File: src/pkg/fppio_pkg.sv
package fppio_pkg;
    // Register indices; byte address is four times the index
    localparam logic [3:0]  IDX_PORT_A_LATCH     = 4'h0;
    localparam logic [3:0]  IDX_PORT_B_LATCH     = 4'h1;
    localparam logic [3:0]  IDX_PORT_C_LATCH     = 4'h2;
    localparam logic [3:0]  IDX_PORT_D_LATCH     = 4'h3;
    localparam logic [3:0]  IDX_PORT_A_DIRECTION = 4'h4;
    localparam logic [3:0]  IDX_PORT_B_DIRECTION = 4'h5;
    localparam logic [3:0]  IDX_PORT_C_DIRECTION = 4'h6;
    localparam logic [3:0]  IDX_PORT_D_DIRECTION = 4'h7;
    localparam logic [3:0]  IDX_LED_DRIVE_SELECT = 4'h8;
    localparam int          ADDR_IDX_LSB         = 2;
    localparam int          ADDR_W               = 6;

    localparam logic [7:0]  DIRECTION_RESET      = 8'h00;
    localparam logic [7:0]  LED_SELECT_RESET     = 8'h00;
    localparam int          PORT_COUNT           = 4;
    localparam int          PORT_WIDTH           = 8;
    localparam int          PIN_COUNT            = 32;

    // Pins that only ever sink current when driving
    localparam logic [31:0] OPEN_DRAIN_MASK      = 32'h00c00f00;

    // Pin positions inside the flat 32-bit pin vectors
    localparam int          PORT_A_BASE          = 0;
    localparam int          PORT_B_BASE          = 8;
    localparam int          PORT_C_BASE          = 16;
    localparam int          PORT_D_BASE          = 24;
    localparam logic [4:0]  CONVERTER_PINS       = 5'h08;

    localparam logic [1:0]  RESP_OKAY            = 2'h0;
    localparam logic [1:0]  RESP_SLVERR          = 2'h2;

    typedef struct packed {
        logic [3:0][7:0] latch;
        logic [3:0][7:0] dir;
        logic [7:0]      led;
        logic [31:0]     sync1;
        logic [31:0]     sync2;
        logic            aw_held;
        logic [3:0]      aw_idx;
        logic            w_held;
        logic [7:0]      w_data;
        logic            w_lane0;
        logic            bvalid;
        logic [1:0]      bresp;
        logic            rvalid;
        logic [1:0]      rresp;
        logic [7:0]      rdata;
    } fppio_state_type;
endpackage

File: src/rtl/fppio_top.sv
`timescale 1ns/100ps
module fppio_top (
    input  wire logic        aclk,
    input  wire logic        aresetn,
    input  wire logic [5:0]  s_axi_awaddr,
    input  wire logic [2:0]  s_axi_awprot,
    input  wire logic        s_axi_awvalid,
    output logic             s_axi_awready,
    input  wire logic [31:0] s_axi_wdata,
    input  wire logic [3:0]  s_axi_wstrb,
    input  wire logic        s_axi_wvalid,
    output logic             s_axi_wready,
    output logic [1:0]       s_axi_bresp,
    output logic             s_axi_bvalid,
    input  wire logic        s_axi_bready,
    input  wire logic [5:0]  s_axi_araddr,
    input  wire logic [2:0]  s_axi_arprot,
    input  wire logic        s_axi_arvalid,
    output logic             s_axi_arready,
    output logic [31:0]      s_axi_rdata,
    output logic [1:0]       s_axi_rresp,
    output logic             s_axi_rvalid,
    input  wire logic        s_axi_rready,
    input  wire logic [4:0]  converter_channel_select,
    input  wire logic        two_wire_bus_enable,
    input  wire logic        serial_iface_enable,
    input  wire logic [7:0]  timer_edge_level_select,
    input  wire logic        second_irq_mask,
    input  wire logic        spi_unit_enable,
    input  wire logic        ir_serial_enable,
    input  wire logic [7:0]  keypad_pin_irq_enable,
    input  wire logic [31:0] periph_out,
    input  wire logic [31:0] periph_oe,
    input  wire logic [31:0] pin_in,
    output logic [31:0]      pin_out,
    output logic [31:0]      pin_oe,
    output logic [31:0]      pin_level,
    output logic [7:0]       led_high_sink
);
    fppio_pkg::fppio_state_type s_ff;
    fppio_pkg::fppio_state_type nxt_s;

    logic [31:0] take;
    logic [31:0] dir_flat;
    logic [31:0] latch_flat;
    logic        wr_commit;
    logic        rd_accept;
    logic [3:0]  ar_idx;

    // True for an index that holds a register
    function automatic logic fppio_mapped(input logic [3:0] idx);
        fppio_mapped = (idx <= fppio_pkg::IDX_LED_DRIVE_SELECT);
    endfunction

    // Port of a latch or direction index
    function automatic logic [1:0] fppio_port(input logic [3:0] idx);
        fppio_port = idx[1:0];
    endfunction

    assign dir_flat   = s_ff.dir;
    assign latch_flat = s_ff.latch;
    assign ar_idx     = s_axi_araddr[fppio_pkg::ADDR_W-1:fppio_pkg::ADDR_IDX_LSB];

    // Peripheral takeover per pin
    always_comb begin
        take = 32'h00000000;
        if (converter_channel_select < fppio_pkg::CONVERTER_PINS) begin
            take[converter_channel_select[2:0]] = 1'b1;
        end
        take[fppio_pkg::PORT_B_BASE+0] = two_wire_bus_enable;
        take[fppio_pkg::PORT_B_BASE+1] = two_wire_bus_enable;
        take[fppio_pkg::PORT_B_BASE+2] = serial_iface_enable;
        take[fppio_pkg::PORT_B_BASE+3] = serial_iface_enable;
        for (int t = 0; t < 4; t++) begin
            take[fppio_pkg::PORT_B_BASE+4+t] = |timer_edge_level_select[2*t +: 2];
        end
        // Interrupt input owns the pin while it is unmasked
        take[fppio_pkg::PORT_C_BASE+0] = ~second_irq_mask;
        take[fppio_pkg::PORT_C_BASE+2 +: 4] = {4{spi_unit_enable}};
        take[fppio_pkg::PORT_C_BASE+6 +: 2] = {2{ir_serial_enable}};
        take[fppio_pkg::PORT_D_BASE +: 8] = keypad_pin_irq_enable;
    end

    // Pin drivers
    always_comb begin
        logic v;
        logic e;
        v = 1'b0;
        e = 1'b0;
        pin_out = 32'h00000000;
        pin_oe  = 32'h00000000;
        for (int i = 0; i < fppio_pkg::PIN_COUNT; i++) begin
            if (take[i]) begin
                v = periph_out[i];
                // Converter pins are analog, so no driver at all
                e = (i < fppio_pkg::PORT_B_BASE) ? 1'b0 : periph_oe[i];
            end else begin
                v = latch_flat[i];
                e = dir_flat[i];
            end
            if (fppio_pkg::OPEN_DRAIN_MASK[i]) begin
                pin_out[i] = 1'b0;
                pin_oe[i]  = e & ~v;
            end else begin
                pin_out[i] = v;
                pin_oe[i]  = e;
            end
        end
    end

    assign pin_level     = s_ff.sync2;
    assign led_high_sink = s_ff.led & s_ff.dir[0] & ~take[7:0];

    assign s_axi_awready = ~s_ff.aw_held & ~s_ff.bvalid;
    assign s_axi_wready  = ~s_ff.w_held & ~s_ff.bvalid;
    assign s_axi_arready = ~s_ff.rvalid;
    assign s_axi_bvalid  = s_ff.bvalid;
    assign s_axi_bresp   = s_ff.bresp;
    assign s_axi_rvalid  = s_ff.rvalid;
    assign s_axi_rresp   = s_ff.rresp;
    assign s_axi_rdata   = {24'h000000, s_ff.rdata};

    assign wr_commit = s_ff.aw_held & s_ff.w_held & ~s_ff.bvalid;
    assign rd_accept = s_axi_arvalid & ~s_ff.rvalid;

    always_comb begin
        nxt_s = s_ff;
        // Pins are asynchronous, two flops before any reader
        nxt_s.sync1 = pin_in;
        nxt_s.sync2 = s_ff.sync1;

        if (s_axi_awvalid & s_axi_awready) begin
            nxt_s.aw_held = 1'b1;
            nxt_s.aw_idx  = s_axi_awaddr[fppio_pkg::ADDR_W-1:fppio_pkg::ADDR_IDX_LSB];
        end
        if (s_axi_wvalid & s_axi_wready) begin
            nxt_s.w_held  = 1'b1;
            nxt_s.w_data  = s_axi_wdata[7:0];
            nxt_s.w_lane0 = s_axi_wstrb[0];
        end

        // Write lands once both halves are held, one access per write
        if (wr_commit) begin
            nxt_s.aw_held = 1'b0;
            nxt_s.w_held  = 1'b0;
            nxt_s.bvalid  = 1'b1;
            nxt_s.bresp   = fppio_pkg::RESP_OKAY;
            if (!fppio_mapped(s_ff.aw_idx)) begin
                nxt_s.bresp = fppio_pkg::RESP_SLVERR;
            end else if (s_ff.w_lane0) begin
                if (s_ff.aw_idx == fppio_pkg::IDX_LED_DRIVE_SELECT) begin
                    nxt_s.led = s_ff.w_data;
                end else if (s_ff.aw_idx[2]) begin
                    nxt_s.dir[fppio_port(s_ff.aw_idx)] = s_ff.w_data;
                end else begin
                    // Latch loads whatever the direction
                    nxt_s.latch[fppio_port(s_ff.aw_idx)] = s_ff.w_data;
                end
            end
        end else if (s_ff.bvalid & s_axi_bready) begin
            nxt_s.bvalid = 1'b0;
        end

        if (rd_accept) begin
            nxt_s.rvalid = 1'b1;
            nxt_s.rresp  = fppio_pkg::RESP_OKAY;
            nxt_s.rdata  = 8'h00;
            if (!fppio_mapped(ar_idx)) begin
                nxt_s.rresp = fppio_pkg::RESP_SLVERR;
            end else if (ar_idx == fppio_pkg::IDX_LED_DRIVE_SELECT) begin
                nxt_s.rdata = s_ff.led;
            end else if (ar_idx[2]) begin
                nxt_s.rdata = s_ff.dir[fppio_port(ar_idx)];
            end else begin
                nxt_s.rdata = (s_ff.latch[fppio_port(ar_idx)] & s_ff.dir[fppio_port(ar_idx)])
                            | (s_ff.sync2[8*fppio_port(ar_idx) +: 8]
                               & ~s_ff.dir[fppio_port(ar_idx)]);
            end
        end else if (s_ff.rvalid & s_axi_rready) begin
            nxt_s.rvalid = 1'b0;
        end

        if (!aresetn) begin
            // Latches are left alone; software must load them
            nxt_s.latch   = s_ff.latch;
            nxt_s.dir     = {4{fppio_pkg::DIRECTION_RESET}};
            nxt_s.led     = fppio_pkg::LED_SELECT_RESET;
            nxt_s.aw_held = 1'b0;
            nxt_s.w_held  = 1'b0;
            nxt_s.bvalid  = 1'b0;
            nxt_s.bresp   = fppio_pkg::RESP_OKAY;
            nxt_s.rvalid  = 1'b0;
            nxt_s.rresp   = fppio_pkg::RESP_OKAY;
            nxt_s.rdata   = 8'h00;
            nxt_s.aw_idx  = 4'h0;
            nxt_s.w_data  = 8'h00;
            nxt_s.w_lane0 = 1'b0;
        end
    end

    always_ff @(posedge aclk) begin
        s_ff <= nxt_s;
    end
endmodule

File: config.mk
export PLATFORM = sky130hd
export DESIGN_NAME = fppio_top
export DESIGN_NICKNAME = d
export VERILOG_FILES = /design/src/pkg/fppio_pkg.sv /design/src/rtl/fppio_top.sv
export SDC_FILE = /design/constraint.sdc
export NUM_CORES = 1
export LEC_CHECK = 0
export BUFFER_PORTS_ARGS = -buffer_cell sky130_fd_sc_hd__buf_2
export CAP_MARGIN = 10
export CORE_MARGIN = 8
export CORE_UTILIZATION = 42
export CTS_CLUSTER_SIZE = 30
export DETAILED_ROUTE_END_ITERATION = 8
export HOLD_SLACK_MARGIN = 0.02
export MAX_ROUTING_LAYER = met4
export PLACE_DENSITY = 0.78
export SYNTH_ARGS = -nofsm -noshare
export SYNTH_HDL_FRONTEND = slang
export SYNTH_SLANG_ARGS = --single-unit
File: constraint.sdc
create_clock -name aclk -period 2.4 [get_ports aclk]
set_input_delay 0.12 -clock aclk [delete_from_list [all_inputs] [get_ports aclk]]
set_output_delay 0.12 -clock aclk [all_outputs]
set_load 0.02 [all_outputs]
==> metrics.md <==
| Metric | Value |
|---|---|
| First-pass GRT wire length | `slightly above 30 mm` |
| Gpl congestion | `0.7883` |
| Reg2reg start | `s_ff[23]` |
| Vias per cell | `4.864` |
| Critical Path Source Type | `register` |
| Reg2Reg Depth | `4` |
| Clk buf depth | `2` |
| Worst endpoint required time | `2530 ps` |
| Syn_area_per_cell | `11.27 µm²` |
| Row count | `47` |
| Largest area contributor in the netlist | `dfxtp_1` |
| Ys flop type | `dfxtp_1` |
| Synth top area share | `37.70%` |
| Netlist Area Pre-Place | `0.006955 mm²` |
| Clk_lat worst skew | `420 ps` |
| Post-synth EDFFs | `32` |
| Ant diodes | `0` |
| TritonCTS clock tree | `done` |
| Fin. Hold Viols | `0` |
| Root Driver | `clkbuf_16` |
| TNS Setup | `0 ps` |
| Max-cap check violation count | `0` |
| Die Wd | `144.7 µm` |
| Detailed Routing Iterations Pass 1 | `5` |
| Initial antenna violation count | `0` |
| Detailed Place HPWL | `16.16 mm` |
| Total gr overflow | `0` |
| Sequential area share after synthesis | `51.52%` |
| Period utilization | `83.67%` |
| Critical path type | `reg -> reg` |
| #FFs+latches synth | `163` |
| Minimum clock period | `around 2000 ps` |
| Fillers | `1433` |
| Status | `finished clean` |
| Area Growth Syn to Fin | `29.68%` |
| Commonest non-fill, non-tap cell in the layout | `buf_2` |
| GRT Resource Usage Total | `20.15%` |
| Pwr Total | `0.006183 W` |
| Hold WC Path Type | `in -> reg` |
| DR WL/cell | `18.88 µm` |
| Fmax | `roughly 0.5 GHz` |
| Starting density of the core | `42.39%` |
| Vias in the first global route | `roughly 5500` |
| Die height | `around 140 µm` |
| RSZ-0062 raised after global routing | `false` |
| Post-route ant nets | `0` |
| Final Max Tran Viols | `0` |
| Clock Sinks | `163` |
| Synth warn | `0` |
| Slew headroom | `50.86%` |
| CTS HTree Levels | `4` |
| Core area | `0.01641 mm²` |
| Reg2Reg Setup Slack | `390 ps` |
| I/O pins | `328` |
| Synth top area cells | `dfxtp_1, edfxtp_1, mux2i_1` |
| Largest net degree at the start of global routing | `67` |
| Crit path to | `latch_flat[0]` |
| Inst Count DP | `1026` |
| Setup violators final | `0` |
| Cts hold-fix bufs | `a little under 50` |
| Total Wirelength | `20.90 mm` |
| WHS | `130.1 ps` |
| Post-Synthesis Cells | `617` |
| Detailed-route DRC error count | `0` |
| Critical Path Sink Type | `register` |
| Worst setup path startpoint | `s_ff[23]` |
| Commonest non-fill, non-tap cells in the layout | `buf_2, dfxtp_1, mux2i_1` |
| WP data arrival | `2140 ps` |
| Worst-Margin Slew | `737.1 ps` |
| CTS Buf Count | `17` |
| Async set or reset register ratio after synthesis | `0%` |
| Hold path depth | `3` |
| Routed vias | `5384` |
| DR iter-0 viols | `317` |
| Cts repair resizes | `0` |
| Reg2reg end | `latch_flat[0]` |
| Final std cells w/o fill | `1107` |
| Setup Buffers After CTS | `0` |
| Layout net count | `roughly 1100` |
| Maximum vdd ir drop | `0.5298 mV` |
| Clk_skew | `7.159 ps` |
| Port-buffer cells | `248` |
| CTS clk-pin slew, worst paths | `60 ps` |
| Setup WS pre-CTS | `401.6 ps` |
| Leakage power | `4.034 nW` |
| Share of layout cells above drive strength 1 | `between 30% and 40%` |
| Die ar. | `0.02093 mm²` |
| Critical-path maximum fanout | `8` |
| Post-route worst setup slack | `391.9 ps` |
| Pwr dens | `around 690 mW/mm²` |
| Synth cell types | `37` |
worst max-delay path, stage by stage (launching register included):
cell and delay, ps:
dfxtp_1 430, nand4b_4 240, or4_2 660, nor3_1 170
buf_4 210
per-stage QoR:
step | util (%) | cell area, µm²
3_5_place_dp | 48.59 | 7973
2_1_floorplan | - | 7072
5_1_grt | 54.98 | 9020
3_3_place_gp | 48.59 | 7973
4_1_cts | 54.98 | 9020
6_report | 54.98 | 9020
routing by layer:
layer  vias to the layer above  wire (µm)  global-route usage [%]
li1                       2587          -                       -
met1                      2585       8700                   23.44
met2                       191      10820                   34.23
met3                        21       1018                   3.609
met4                         0        366                   7.612
met5                         -          0                       -
cells in the mapped netlist, types with 3 or more instances:
master and count:
dfxtp_1 131, mux2i_1 84, buf_4 78, nor2_1 58
mux2_2 42, nand2_1 41, edfxtp_1 32, a21oi_1 22
clkbuf_1 13, and2_1 10, inv_1 9, a221oi_1 8
a22oi_1 8, and3_1 8, mux4_2 8, o21ai_0 8
o22ai_1 8, nand2b_1 6, nor2b_1 6, o32ai_1 6
nor3_1 4, nor3_4 4, buf_1 3, buf_2 3
report_power, final:
part           total [W]  internal (W)  switching (W)
Clock            0.00255       0.00143        0.00111
Combinational   0.000692      0.000301       0.000391
Sequential       0.00295       0.00288      0.0000691
area by class of cell:
cell class	count	area (µm²)	area share (%)
clock inverter	15	131.4	1.457
inverter	9	33.78	0.3745
sequential	163	3583	39.73
multi-input combinational	377	2771	30.73
clock buffer	17	425.4	4.716
tap	220	275.3	3.052
timing repair buffer	306	1799	19.95
sequential cells by signal, indices dropped and copies added, names as in the netlist:
| name | count |
|---|---|
| nxt_s | 32 |
| s_axi_rvalid | 1 |
| latch_flat | 32 |
| dir_flat | 32 |
| s_axi_bvalid | 1 |
| pin_level | 32 |
| s_axi_rresp | 1 |
| s_ff | 23 |
| s_axi_rdata | 8 |
| s_axi_bresp | 1 |
worst min-delay path by stage:
stage	startpoint	endpoint	slack, ps
final	s_axi_araddr[5]	s_axi_rresp[1]	130
after global routing	s_axi_araddr[5]	s_axi_rdata[6]	160
after CTS	s_axi_araddr[5]	s_axi_rresp[1]	120
after detailed placement	pin_in[2]	nxt_s[31]	220
after global placement	pin_in[13]	nxt_s[42]	220
after floorplan	pin_in[0]	nxt_s[29]	150
kinds of logic after synthesis:
group           share of synthesized area (%)
compound gates                          5.775
buf+inv                                 10.31
flops                                   51.52
mux                                     21.48
other cells                           0.05391
simple gates                            10.87
Note: power is estimated with default switching activity, not from simulation.
